### src/aopc_pkg.sv
// Purpose: Shared constants for the converter output and power control block.
// Assumes: The sampling clock is clk_sys; one sample enters per enabled cycle.
// Notes: Long power-on delays are top-level parameters defaulting to these values.
package aopc_pkg;
  // ***************************************************************
  // Widths and pin synchroniser.
  // ***************************************************************
  localparam int CODE_W = 8;
  localparam int RAW_W = 10;
  localparam int SYNC_STAGES = 2;
  localparam int PIN_W = 7;
  // Positions of the static pins inside the synchronised pin vector.
  localparam int PIN_PD = 0;
  localparam int PIN_CAL = 1;
  localparam int PIN_DLY = 2;
  localparam int PIN_EDGE = 3;
  localparam int PIN_SWING = 4;
  localparam int PIN_COUP = 5;
  localparam int PIN_FSR = 6;
  // ***************************************************************
  // Pipeline latencies and code range.
  // ***************************************************************
  localparam int LAT_PRIMARY = 7;
  localparam int LAT_DELAYED = 8;
  localparam logic signed [RAW_W-1:0] CODE_MIN = 10'sh000;
  localparam logic signed [RAW_W-1:0] CODE_MAX = 10'sh0FF;
  // ***************************************************************
  // Calibration timing in sampling clock cycles.
  // ***************************************************************
  localparam int POR_W = 31;
  localparam logic [POR_W-1:0] POR_DELAY_SHORT = 31'h01000000;
  localparam logic [POR_W-1:0] POR_DELAY_LONG = 31'h40000000;
  localparam logic [3:0] CAL_QUAL_CYCLES = 4'hA;
  localparam logic [11:0] CAL_RUN_CYCLES = 12'h400;
  localparam logic [1:0] BOOT_CYCLES = 2'h2;
  // ***************************************************************
  // Calibration sequencer states.
  // ***************************************************************
  typedef enum logic [1:0] {ST_WAIT_POR, ST_IDLE, ST_CAL} aopc_state_e;
endpackage

### src/aopc_top.sv
// Purpose: Output launch, forwarded clock, power-down and calibration control.
// Assumes: sample_code is the true code of each sample on clk_sys, unclamped.
// Notes: Pins from outside pass aopc_sync; long delays are parameters.
module aopc_top
  import aopc_pkg::*;
#(
  parameter logic [POR_W-1:0] POR_SHORT = POR_DELAY_SHORT,
  parameter logic [POR_W-1:0] POR_LONG = POR_DELAY_LONG
) (
  // Clock, reset and enable.
  input wire logic clk_sys,
  input wire logic resetn,
  input wire logic clk_en,
  // Converter core result, same clock.
  input wire logic signed [RAW_W-1:0] sample_code,
  // Control pins.
  input wire logic power_down_pin,
  input wire logic cal_request_pin,
  input wire logic trim_delay_select,
  input wire logic output_edge_select,
  input wire logic output_swing_select,
  input wire logic input_coupling_select,
  input wire logic full_scale_select,
  // Output buses.
  output logic [CODE_W-1:0] primary_output_bus,
  output logic [CODE_W-1:0] delayed_output_bus,
  output logic out_of_range,
  output logic forwarded_output_clock_p,
  output logic forwarded_output_clock_n,
  output logic outputs_oe,
  // Status and analog controls.
  output logic trim_active,
  output logic afe_swing_high,
  output logic afe_dc_coupled,
  output logic afe_range_wide
);
  // ***************************************************************
  // Clamp function.
  // ***************************************************************
  function automatic logic [CODE_W:0] clamp_code(input logic signed [RAW_W-1:0] raw);
    logic [CODE_W:0] res;
    res = {1'b0, raw[CODE_W-1:0]};
    if (raw < CODE_MIN) begin
      res = {1'b1, 8'h00};
    end else if (raw > CODE_MAX) begin
      res = {1'b1, 8'hFF};
    end
    return res;
  endfunction

  // ***************************************************************
  // Pin synchronisation.
  // ***************************************************************
  logic [PIN_W-1:0] pins_raw;
  logic [PIN_W-1:0] pins_s;
  logic pd_s;
  logic cal_s;
  logic edge_s;

  assign pins_raw = {full_scale_select, input_coupling_select, output_swing_select,
                     output_edge_select, trim_delay_select, cal_request_pin, power_down_pin};
  assign pd_s = pins_s[PIN_PD];
  assign cal_s = pins_s[PIN_CAL];
  assign edge_s = pins_s[PIN_EDGE];

  aopc_sync #(.W(PIN_W)) u_sync (
    .clk_sys(clk_sys),
    .resetn(resetn),
    .clk_en(clk_en),
    .pin_in(pins_raw),
    .pin_sync(pins_s)
  );

  // ***************************************************************
  // Power-down and calibration sequencing.
  // ***************************************************************
  aopc_state_e state_q;
  aopc_state_e state_d;
  logic pd_active_q;
  logic pd_active_d;
  logic [POR_W-1:0] por_cnt_q;
  logic [POR_W-1:0] por_limit;
  logic [11:0] cal_cnt_q;
  logic [3:0] low_cnt_q;
  logic [3:0] high_cnt_q;
  logic [1:0] boot_cnt_q;
  logic skip_por_q;
  logic cmd_start;

  assign por_limit = pins_s[PIN_DLY] ? POR_LONG : POR_SHORT;
  assign pd_active_d = pd_s && (state_d != ST_CAL);
  assign cmd_start = cal_s && !pd_s && state_q != ST_CAL && low_cnt_q == CAL_QUAL_CYCLES
                     && high_cnt_q == CAL_QUAL_CYCLES - 4'h1;

  always_comb begin
    state_d = state_q;
    case (state_q)
      ST_WAIT_POR: begin
        if (cmd_start) begin
          state_d = ST_CAL;
        end else if (skip_por_q) begin
          state_d = ST_IDLE;
        end else if (!pd_s && por_cnt_q == por_limit) begin
          state_d = ST_CAL;
        end
      end
      ST_IDLE: begin
        if (cmd_start) begin
          state_d = ST_CAL;
        end
      end
      ST_CAL: begin
        if (cal_cnt_q == CAL_RUN_CYCLES - 12'h1) begin
          state_d = ST_IDLE;
        end
      end
      default: state_d = ST_IDLE;
    endcase
  end

  always_ff @(posedge clk_sys or negedge resetn) begin
    if (!resetn) begin
      state_q <= ST_WAIT_POR;
      pd_active_q <= 1'b0;
      trim_active <= 1'b0;
    end else if (clk_en) begin
      state_q <= state_d;
      pd_active_q <= pd_active_d;
      trim_active <= (state_d == ST_CAL);
    end
  end

  // Power-on delay counts only while power-down is low.
  always_ff @(posedge clk_sys or negedge resetn) begin
    if (!resetn) begin
      por_cnt_q <= '0;
    end else if (clk_en && state_q == ST_WAIT_POR && !pd_s && por_cnt_q != por_limit) begin
      por_cnt_q <= por_cnt_q + 31'h1;
    end
  end

  always_ff @(posedge clk_sys or negedge resetn) begin
    if (!resetn) begin
      cal_cnt_q <= '0;
    end else if (clk_en) begin
      cal_cnt_q <= (state_q == ST_CAL) ? cal_cnt_q + 12'h1 : 12'h0;
    end
  end

  // Request pin held high at power-up suppresses power-on calibration.
  always_ff @(posedge clk_sys or negedge resetn) begin
    if (!resetn) begin
      boot_cnt_q <= '0;
      skip_por_q <= 1'b0;
    end else if (clk_en && boot_cnt_q != BOOT_CYCLES + 2'h1) begin
      boot_cnt_q <= boot_cnt_q + 2'h1;
      // The synchronised pin is only valid once both stages have filled.
      if (boot_cnt_q == BOOT_CYCLES) begin
        skip_por_q <= pins_s[PIN_CAL];
      end
    end
  end

  // Request qualifier: low run then high run, cleared while powered down.
  always_ff @(posedge clk_sys or negedge resetn) begin
    if (!resetn) begin
      low_cnt_q <= '0;
      high_cnt_q <= '0;
    end else if (clk_en) begin
      if (pd_s || cmd_start) begin
        low_cnt_q <= '0;
        high_cnt_q <= '0;
      end else if (!cal_s) begin
        high_cnt_q <= '0;
        if (high_cnt_q != 4'h0) begin
          low_cnt_q <= 4'h1;
        end else if (low_cnt_q != CAL_QUAL_CYCLES) begin
          low_cnt_q <= low_cnt_q + 4'h1;
        end
      end else if (low_cnt_q != CAL_QUAL_CYCLES) begin
        low_cnt_q <= '0;
      end else if (high_cnt_q != CAL_QUAL_CYCLES) begin
        high_cnt_q <= high_cnt_q + 4'h1;
      end
    end
  end

  // ***************************************************************
  // Conversion pipeline and demultiplexed output launch.
  // ***************************************************************
  logic [CODE_W:0] stage_q [1:LAT_DELAYED];
  logic launch;

  always_ff @(posedge clk_sys or negedge resetn) begin
    if (!resetn) begin
      stage_q[1] <= '0;
    end else if (clk_en && !pd_active_d) begin
      stage_q[1] <= clamp_code(sample_code);
    end
  end

  // Stages hold in power-down, so they are stale until refilled.
  genvar gi;
  generate
    for (gi = 2; gi <= LAT_DELAYED; gi++) begin : g_pipe
      always_ff @(posedge clk_sys or negedge resetn) begin
        if (!resetn) begin
          stage_q[gi] <= '0;
        end else if (clk_en && !pd_active_d) begin
          stage_q[gi] <= stage_q[gi-1];
        end
      end
    end
  endgenerate

  // Data launches when the forwarded clock is about to take the selected level.
  assign launch = !pd_active_d && (forwarded_output_clock_p != edge_s);

  always_ff @(posedge clk_sys or negedge resetn) begin
    if (!resetn) begin
      forwarded_output_clock_p <= 1'b0;
      forwarded_output_clock_n <= 1'b1;
      outputs_oe <= 1'b0;
    end else if (clk_en) begin
      outputs_oe <= !pd_active_d;
      if (!pd_active_d) begin
        forwarded_output_clock_p <= !forwarded_output_clock_p;
        forwarded_output_clock_n <= forwarded_output_clock_p;
      end
    end
  end

  always_ff @(posedge clk_sys or negedge resetn) begin
    if (!resetn) begin
      primary_output_bus <= '0;
      delayed_output_bus <= '0;
      out_of_range <= 1'b0;
    end else if (clk_en && launch) begin
      primary_output_bus <= stage_q[LAT_PRIMARY][CODE_W-1:0];
      delayed_output_bus <= stage_q[LAT_DELAYED][CODE_W-1:0];
      out_of_range <= stage_q[LAT_PRIMARY][CODE_W] | stage_q[LAT_DELAYED][CODE_W];
    end
  end

  always_ff @(posedge clk_sys or negedge resetn) begin
    if (!resetn) begin
      afe_swing_high <= 1'b0;
      afe_dc_coupled <= 1'b0;
      afe_range_wide <= 1'b0;
    end else if (clk_en) begin
      afe_swing_high <= pins_s[PIN_SWING];
      afe_dc_coupled <= pins_s[PIN_COUP];
      afe_range_wide <= pins_s[PIN_FSR];
    end
  end
endmodule // aopc_top

### src/aopc_sync.sv
// Purpose: Two-flop synchroniser for static pins from outside the clock domain.
// Assumes: Each bit is an independent slow level.
// Notes: The first stage feeds only the second stage.
module aopc_sync
  import aopc_pkg::*;
#(
  parameter int W = 1
) (
  // Clock, reset and enable.
  input wire logic clk_sys,
  input wire logic resetn,
  input wire logic clk_en,
  // Level in and out.
  input wire logic [W-1:0] pin_in,
  output logic [W-1:0] pin_sync
);
  logic [W-1:0] meta_q;

  always_ff @(posedge clk_sys or negedge resetn) begin
    if (!resetn) begin
      meta_q <= '0;
      pin_sync <= '0;
    end else if (clk_en) begin
      meta_q <= pin_in;
      pin_sync <= meta_q;
    end
  end
endmodule // aopc_sync

### config.mk
export PLATFORM = sky130hd
export DESIGN_NAME = aopc_top
export DESIGN_NICKNAME = d
export VERILOG_FILES = /design/src/aopc_pkg.sv /design/src/aopc_top.sv /design/src/aopc_sync.sv
export SDC_FILE = /design/constraint.sdc
export NUM_CORES = 1
export LEC_CHECK = 0
export ABC_AREA = 1
export BUFFER_PORTS_ARGS = -buffer_cell sky130_fd_sc_hd__buf_2
export CORE_MARGIN = 2
export CORE_UTILIZATION = 50
export DETAILED_ROUTE_END_ITERATION = 10
export MAX_ROUTING_LAYER = met4
export PLACE_DENSITY = 0.7
export SYNTH_ARGS = -nofsm -noshare
export SYNTH_HDL_FRONTEND = slang
export SYNTH_SLANG_ARGS = --single-unit
### constraint.sdc
create_clock -name clk_sys -period 5.4 [get_ports clk_sys]
set_clock_uncertainty 0.05 [all_clocks]
set_input_delay 0.81 -clock clk_sys [delete_from_list [all_inputs] [get_ports clk_sys]]
set_output_delay 0.81 -clock clk_sys [all_outputs]
set_load 0.1 [all_outputs]
Yosys cells after proc, flatten, opt, wreduce, memory -nomap -nowiden. Cells that the tools add are included.

Output and inout bits: 24. Register bits after elaboration: 166. Input bits: 20. Logic and storage cells: 97.

Order comparisons: 2. Reductions and logical operators: 24. Add/subtract/negate cells: 5. Equality and inequality tests: 18. Muxes and demuxes: 19. Bitwise gates (word level): 2.

Operators with widths (count): two-way mux 4 bit (9); adder 31 x 1 -> 31 bit (second input constant) (1); equality test 31 bit (1); two-way mux 31 bit (1); inequality test 31 bit (1); two-way mux 9 bit (2); logical AND 1 bit (13); adder 12 x 1 -> 12 bit (second input constant) (1); equality test 12 x 10 -> 1 bit (second input constant) (1); two-way mux 12 bit (1); greater-than comparator 10 x 9 -> 1 bit (second input constant) (1); less-than comparator 10 x 1 -> 1 bit (second input constant) (1); two-way mux 2 bit (5); inequality test 3 bit (second input constant) (3); adder 4 x 1 -> 4 bit (second input constant) (2); equality test 4 bit (second input constant) (2); inequality test 4 bit (second input constant) (2); equality test 2 bit (second input constant) (3); inequality test 2 bit (second input constant) (3); case mux 2 bit (3 select lines) (1); AND reduction 3 bit (2); AND reduction 2 bit (2); nonzero test 4 bit (1); zero test 1 bit (3); 8 further kinds (8).

Longest topological paths before layout. Gate-level depths: netlist of the first run.

Depth in word-level cells: 12. Gate-level depth with buffers: 14. Gate-level depth less buffers: 12.

Hierarchy. Synthesis of the first run repeated with hierarchy kept, for this count alone.

Cells, all modules: 951. Area, all modules: 7777.5 um^2.

By module, submodules not included: aopc_top (cells each 892, times used 1, area an instance 7247.0 um^2, seq. area each 3804.9 um^2); aopc_sync (cells each 59, times used 1, area an instance 530.5 um^2, seq. area each 350.3 um^2).

Worst setup path after synthesis of the first run. No wires, ideal clock.

Path type: register to register. From: register forwarded_output_clock_p. To: register primary_output_bus[6]. Period minus slack after synthesis: 2.113 ns. Required time: 5.283 ns. Buffers on the path: 1. Path slack: 3.287 ns. Data arrival time: 1.996 ns. Library setup time: 0.067 ns. Stages on the path, launching flop included: 5. Cells stage by stage: dfrtp_1 > xor2_1 > clkbuf_1 > nand4_1 > nand2_1.

Longest elaborated chain between the ends: 3.

RTL lines: start: declaration (line aopc_top.sv:28) `output logic forwarded_output_clock_p,`; start signal: assignment (line aopc_top.sv:227) `forwarded_output_clock_p <= !forwarded_output_clock_p;`; inequality test 1 bit (line aopc_top.sv:217) `assign launch = !pd_active_d && (forwarded_output_clock_p != edge_s);`; logical AND 1 bit (line aopc_top.sv:217); logical AND 1 bit (line aopc_top.sv:238) `end else if (clk_en && launch) begin`; end signal: assignment (line aopc_top.sv:239) `primary_output_bus <= stage_q[LAT_PRIMARY][CODE_W-1:0];`; end: declaration (line aopc_top.sv:25) `output logic [CODE_W-1:0] primary_output_bus,`.

No other way between the ends. A chain may end at the register's enable or synchronous reset.

Worst setup path in the final report of the first run.
From: register por_cnt_q[0]. To: register por_cnt_q[25].

Longest elaborated chain between the ends: 2. Elaborated cells on any way between the ends: 3. Classes of those cells: add/sub: 1; eq/ne: 1; reduce/logical: 1.

RTL lines: start: declaration (line aopc_top.sv:81) `logic [POR_W-1:0] por_cnt_q;`; start signal: assignment (line aopc_top.sv:138) `por_cnt_q <= por_cnt_q + 31'h1;`; branches (longest 2 deep; another with adder 31 x 1 -> 31 bit).

Several ways; the timed one is not identified.

==> results of run 1 <==
==> registers in the layout (all words and copies together), names as in the netlist, 2 cells and up <==
name                flops
stage_q                72
u_sync.meta_q           7
primary_output_bus      8
delayed_output_bus      8
cal_cnt_q              12
u_sync.pin_sync         7
boot_cnt_q              2
high_cnt_q              4
low_cnt_q               4
por_cnt_q              31
state_q                 2
==> through the flow <==
stage	util [%]	instances	area (sq um)	power, mW	hold WS, ns
after floorplan	-	940	7780	2.81	0.384
after global placement	53.2	1138	8090	3.07	0.402
after detailed placement	53.2	1138	8090	3.09	0.404
after CTS	57.0	1170	8670	4.29	0.422
after global routing	57.0	1170	8670	4.52	0.440
final	57.0	1170	8670	4.27	0.409
==> power groups by stage <==
stage	Sequential (mW)	Clock (mW)	Combinational, mW
after global placement	1.82	0	1.25
after global routing	1.85	1.27	1.40
after detailed placement	1.82	0	1.27
after floorplan	2.27	0	0.538
final	1.80	1.20	1.27
after CTS	1.80	1.21	1.28
==> synthesized netlist by cell type (all sizes together) <==
cell,n
o21bai,2
nand4,30
nand2,331
nor3,24
nor2,72
or2,2
xor2,32
nor4,2
o211ai,1
ha,11
inv,64
a21oi,10
dfstp,1
and3,1
o21ai,61
o311ai,1
clkbuf,12
o21a,2
xnor2,2
dfrtp,165
a22o,1
buf,28
nand3,85
==> area by class of cell <==
| cell class | count | area, sq um |
|---|---|---|
| Fill cell | 1381 | 6530 |
| Clock inverter | 15 | 160 |
| Inverter | 64 | 240 |
| Tap cell | 188 | 235 |
| Sequential cell | 166 | 4160 |
| Multi-Input combinational cell | 670 | 3180 |
| Clock buffer | 17 | 425 |
| Timing Repair Buffer | 50 | 277 |
==> layer usage <==
layer	vias up	part of all wire, %	track usage, %
met5	-	0	-
met4	0	1.3	6.91
met3	17	3.6	3.87
met2	113	46	32.4
met1	2921	49	29.6
li1	3079	-	-
==> logic make-up (layout without fill, tap and decap cells) <==
| logic type | after synthesis | after routing | synth area share, % |
|---|---|---|---|
| AND/OR/NAND/NOR | 547 | 547 | 29.6 |
| AO/OA/AOI/OAI | 78 | 78 | 5.61 |
| flip-flops | 166 | 166 | 53.4 |
| buffers and inverters | 104 | 146 | 5.80 |
| XOR/XNOR | 34 | 34 | 3.83 |
| adder cells (fa/ha/maj) | 11 | 11 | 1.77 |
==> placed cells by master, fill, tap and decap left out, types with 2 or more instances in the layout <==
master      instances
nand2_1           330
nand3_1            83
inv_1              53
clkinvlp_4          3
nor2_1             71
ha_1               11
o21bai_1            2
or2_2               2
buf_4               8
inv_6               2
dfrtp_1           165
xor2_1             32
buf_2              41
clkbuf_16          17
nor3_1             24
nand4_1            30
o21ai_1            12
inv_2              11
a21oi_1            10
inv_8               7
o21a_1              2
o21ai_0            42
clkinv_8            2
xnor2_1             2
o21ai_2             7
==> path summary, 6_finish.rpt <==
kind / to / startpoint / slack [ns] / cells after the start
min in group clk_sys: delayed_output_bus[4]$_DFFE_PN0P_ / delayed_output_bus[4]$_DFFE_PN0P_ / 0.42 / 2
worst max-delay path: por_cnt_q[25]$_DFFE_PN0P_ / por_cnt_q[0]$_DFFE_PN0P_ / 2.45 / 9
worst min register to register: delayed_output_bus[4]$_DFFE_PN0P_ / delayed_output_bus[4]$_DFFE_PN0P_ / 0.42 / 2
max in group asynchronous: stage_q[19]$_DFFE_PN0P_ / resetn / 3.74 / 2
worst max register to register: por_cnt_q[25]$_DFFE_PN0P_ / por_cnt_q[0]$_DFFE_PN0P_ / 2.45 / 9
worst min-delay path: high_cnt_q[3]$_DFFE_PN0P_ / resetn / 0.41 / 1
==> impl_metrics.yaml, run 1 <==
run_status:
  status: "finished, final reports clean"
critical_path:
  critPathTopFamily: "compound AO/OA/AOI/OAI gates"
  worstSetupPathType: "flop to flop"
  cp.arrival_ns: 3.20
  critical_path.startpoint_type: "flop"
  setup.worst_path.end_class: "flop"
  path_cells: "inv_1 > ha_1 > nand2_1 > nor4_2 > nand3_1 > o21ai_2 > inv_2 > nand2_1 > o21ai_1"
  path_buf_inv: 2
  cp.required_ns: 5.65
  crit_top_cell: "nand2_1"
  cp_max_fo: 38
  critPathMaxStageDelay_ns: 0.70
  worst_path_max_delay_cell: "o21ai_2"
synth:
  yosys_register_bits: 166
  mappedNetlistArea_sq_um: 7780
  ys_seq_area_share_pct: 53.4
  synth_nets: 971
  netlist_instances: 940
  synth.avg_cell_area_sq_um: 8.28
  synth_area_leader_cell: "dfrtp_1"
  synth_top_cell_area_share_pct: 53.0
  yosys-top-cells-area: "dfrtp_1 (53%), nand2_1 (16%), nand3_1 (5.3%)"
  synth_cell_types: 34
  yosysWarningCount: 0
global_route:
  grt_pass1_wl_mm: 27.7
  grt.total_usage_pct: 21.5
  grt_antenna_before_repair: 0
  grt_pass1_vias: 5881
  grt-ovfl-total: 0
  grt_max_degree: 94
place:
  place_ws_ns: 2.36
  gp_congestion: 0.883
  dp_hpwl_mm: 9.96
  port_buffers: 43
sta:
  finalSetupViolations: 0
  post-route-min-period_ns: 2.95
  max_freq_mhz: 339
  rsz0062_at_grt: "false"
  drv_slew: 0
  setup_ws_ns: 2.45
  fin_crit_sh_pct: 54.7
  final_hold_viol_count: 0
  slew_headroom_pct: 36.4
  tns_ns: 0
  worst_slew_pin_slew_ns: 0.954
pwr:
  p_switching_mw: 1.78
  max-vdd-ir-drop_mv: 0.352
  power_frac_seq_pct: 42.3
  combPwrFrac_pct: 29.7
  clkPwrFrac_pct: 28.0
  power.density_nw_per_um2: 492
  p_leak_nw: 4.42
  intPower_mw: 2.49
  switching_share_pct: 41.7
floorplan:
  row_count: 45
  die_h_microns: 129
  core_sq_um: 15200
  die_w_microns: 129
  initial_core_util_pct: 51.2
  die-area_sq_um: 16600
  ios: 44
clock_network:
  clk_latency_ns: 0.43
  cts_max_path_buffers: 2
  cts_hold_buf: 0
  cts_resized: 0
  clk_pin_slew_ns: 0.07
  cts_tree: "built"
  numCtsBuffers: 17
  cts_root_buf: "clkbuf_16"
  clkSinkCount: 166
  htreeDepth: 4
  cts_setup_buffers: 0
hold_path:
  hold_class: "primary input to async pin"
detailed_routing:
  drtAntennaViolNets: 0
  drt_iter0_markers: 465
  drc_errors: 0
  avgViaCountPerCell: 5.24
  vias: 6130
  drt_wl_total_mm: 15.9
  wl_per_cell_microns: 13.6
  drt-pass1-iter-count: 5
layout:
  finalNetCount: 1000
  syn2layout_area_growth_pct: 11.4
  drive_gt1_share_pct: 11.0
  diodes: 0
job:
  maxCapViolCount: 0
Note: power is estimated with default switching activity, not from simulation.
==> run 2: changes to the inputs <==
--- a/config.mk
+++ b/config.mk
@@ -11,7 +11,7 @@
 export CORE_UTILIZATION = 50
 export DETAILED_ROUTE_END_ITERATION = 10
 export MAX_ROUTING_LAYER = met4
-export PLACE_DENSITY = 0.7
+export PLACE_DENSITY = 0.73
 export SYNTH_ARGS = -nofsm -noshare
 export SYNTH_HDL_FRONTEND = slang
 export SYNTH_SLANG_ARGS = --single-unit
==> constraint.sdc (replaced) <==
create_clock -name clk_sys -period 2.4 [get_ports clk_sys]
set_clock_uncertainty 0.05 [all_clocks]
set_input_delay 0.36 -clock clk_sys [delete_from_list [all_inputs] [get_ports clk_sys]]
set_output_delay 0.36 -clock clk_sys [all_outputs]
set_load 0.1 [all_outputs]
==> run 2 against run 1 <==
Compared with the run above: cell area up 1.3%; critical path type unchanged; critical endpoint is now out_of_range$_DFFE_PN0P_; clock power up 130%; worst setup slack worse by 2.2 ns; largest power group unchanged.
==> impl_metrics.yaml, run 2 (same netlist as run 1, synthesis figures left out) <==
clock_network:
  clk_latency_ns: 0.43
  clkSinkCount: 166
  cts_setup_buffers: 0
  cts_tree: "built"
  clk_pin_slew_ns: 0.07
  cts_max_path_buffers: 2
  numCtsBuffers: 17
  htreeDepth: 4
  cts_root_buf: "clkbuf_16"
layout:
  mostFrequentLayoutCells: "nand2_1 (330), dfrtp_1 (165), nand3_1 (83), nor2_1 (71), inv_1 (53)"
  fill_cells: 1371
  reg.largest.list: "stage_q: 72 flops, por_cnt_q: 31 flops, cal_cnt_q: 12 flops"
  finalNetCount: 1006
  top_register: "stage_q"
  final_common_cell: "nand2_1"
  diodes: 0
  largest_reg_flops: 72
  register_area_sq_um: 4160
  syn2layout_area_growth_pct: 12.8
  drive_gt1_share_pct: 11.3
  multiInputGateArea_sq_um: 3180
detailed_routing:
  drt_iter0_markers: 497
  drtAntennaViolNets: 0
  wl_per_cell_microns: 13.4
  drt-pass1-iter-count: 5
  drt_wl_total_mm: 15.8
  avgViaCountPerCell: 5.16
  drc_errors: 0
  vias: 6069
critical_path:
  setup.worst_path.end_class: "flop"
  critical_path.startpoint_type: "flop"
  critPathMaxStageDelay_ns: 0.40
  path_cells: "inv_1 > ha_1 > nand3_1 > nor2_1 > nand2_1 > o21ai_1 > inv_2 > nand3_2 > buf_12 > nand3_4 > nand2_1 > nand2_1"
  cp.arrival_ns: 2.42
  worstSetupPathType: "flop to flop"
  crit_top_cell: "nand2_1"
  reg2reg_from: "low_cnt_q[0]$_DFFE_PN0P_"
  worst-r2r-setup-slack_ns: 0.25
  r2r_end: "out_of_range$_DFFE_PN0P_"
  path_buf_inv: 3
  cp.required_ns: 2.67
  cp_max_fo: 37
  critPathTopFamily: "simple AND/OR/NAND/NOR gates"
  crit_cells: 12
  worst_path_max_delay_cell: "dfrtp_1"
  ff2ff_path_depth: 12
global_route:
  use_met1_pct: 29.1
  use_met2_pct: 32.8
  grt_pass1_wl_mm: 27.7
  grt_max_degree: 73
  grt-ovfl-total: 0
  grt.total_usage_pct: 21.6
  top_usage_layer: "met2"
  grt_antenna_before_repair: 0
  grt_pass1_vias: 5830
  use_met3_pct: 5.24
sta:
  max_freq_mhz: 465
  fin_crit_sh_pct: 89.6
  setup_ws_ns: 0.249
  final_hold_viol_count: 0
  worst_slew_pin_slew_ns: 0.639
  slew_headroom_pct: 57.3
  whs_ns: 0.0759
  rsz0062_at_grt: "false"
  post-route-min-period_ns: 2.15
  tns_ns: 0
  drv_slew: 0
  finalSetupViolations: 0
place:
  gp_congestion: 0.963
  dp_hpwl_mm: 10.6
  port_buffers: 43
  place_ws_ns: 0.237
pwr:
  max-vdd-ir-drop_mv: 0.708
  power.density_nw_per_um2: 1100
  p_leak_nw: 4.47
hold_path:
  hold_path_depth: 3
  min_to: "u_sync.meta_q[4]$_DFFE_PN0P_"
  hold_class: "primary input to flop"
  min_from: "output_swing_select"
floorplan:
  ios: 44
  die_w_microns: 129
  row_count: 45
  core_sq_um: 15200
  initial_core_util_pct: 51.2
  die-area_sq_um: 16600
  die_h_microns: 129
run_status:
  status: "finished, final reports clean"
job:
  maxCapViolCount: 0
run 2: changes by cell type in the layout (fill, tap and decap cells not counted):
cell	delta
bufinv_16	+1
clkinv_8	-1
buf_12	+5
inv_8	-3
dlygate4sd3_1	+1
inv_6	+2
clkbuf_1	+1
run 2: routing by layer:
layer / vias to the layer above / routed length [microns]
met1: 2846 / 7620
met2: 105 / 7360
li1: 3098 / -
met3: 20 / 604
met4: 0 / 194
met5: - / 0
run 2: tightest hold or removal path, cell delays in order:
cell and delay [ns]:
buf_2 0.07, nand2_1 0.04, nand2_1 0.05
run 2: timing repair:
| item | CTS | global route |
|---|---|---|
| hold buffers | 1 | 0 |
| resized for setup | 0 | 0 |
| hold endpoints to repair | 43 | 0 |
run 2: stage by stage:
stage	power, mW	area [sq um]	std cells	utilization [%]
floorplan	6.32	7780	940	-
global placement	6.94	8190	1143	53.8
detailed placement	7.01	8190	1143	53.8
CTS	9.75	8780	1176	57.8
global route	10.3	8780	1176	57.8
finish	9.66	8780	1176	57.8
run 2: worst max-delay path by stage:
| stage | startpoint | end | slack (ns) |
|---|---|---|---|
| after detailed placement | low_cnt_q[0]$_DFFE_PN0P_ | delayed_output_bus[2]$_DFFE_PN0P_ | 0.24 |
| after CTS | low_cnt_q[0]$_DFFE_PN0P_ | out_of_range$_DFFE_PN0P_ | 0.24 |
| final | low_cnt_q[0]$_DFFE_PN0P_ | out_of_range$_DFFE_PN0P_ | 0.25 |
| after global placement | por_cnt_q[14]$_DFFE_PN0P_ | primary_output_bus[6]$_DFFE_PN0P_ | 0.35 |
| after floorplan | forwarded_output_clock_p$_DFFE_PN0P_ | primary_output_bus[6]$_DFFE_PN0P_ | 0.29 |
| after global routing | low_cnt_q[0]$_DFFE_PN0P_ | out_of_range$_DFFE_PN0P_ | 0.01 |
run 2: cell type report:
| type | instances | area share [%] |
|---|---|---|
| Sequential cell | 166 | 47.3 |
| Multi-Input combinational cell | 670 | 36.2 |
| Clock buffer | 18 | 4.89 |
| Timing Repair Buffer | 56 | 4.40 |
| Inverter | 64 | 2.74 |
| Tap cell | 188 | 2.68 |
| Clock inverter | 14 | 1.80 |
run 2: report_power, final:
part / total (mW) / internal [mW] / leakage, nW / switching, mW
sequential: 4.09 / 3.53 / 2.17 / 0.561
clock: 2.70 / 1.48 / 0.279 / 1.23
combinational: 2.87 / 0.700 / 2.03 / 2.16
total: 9.66 / 5.71 / 4.47 / 3.95
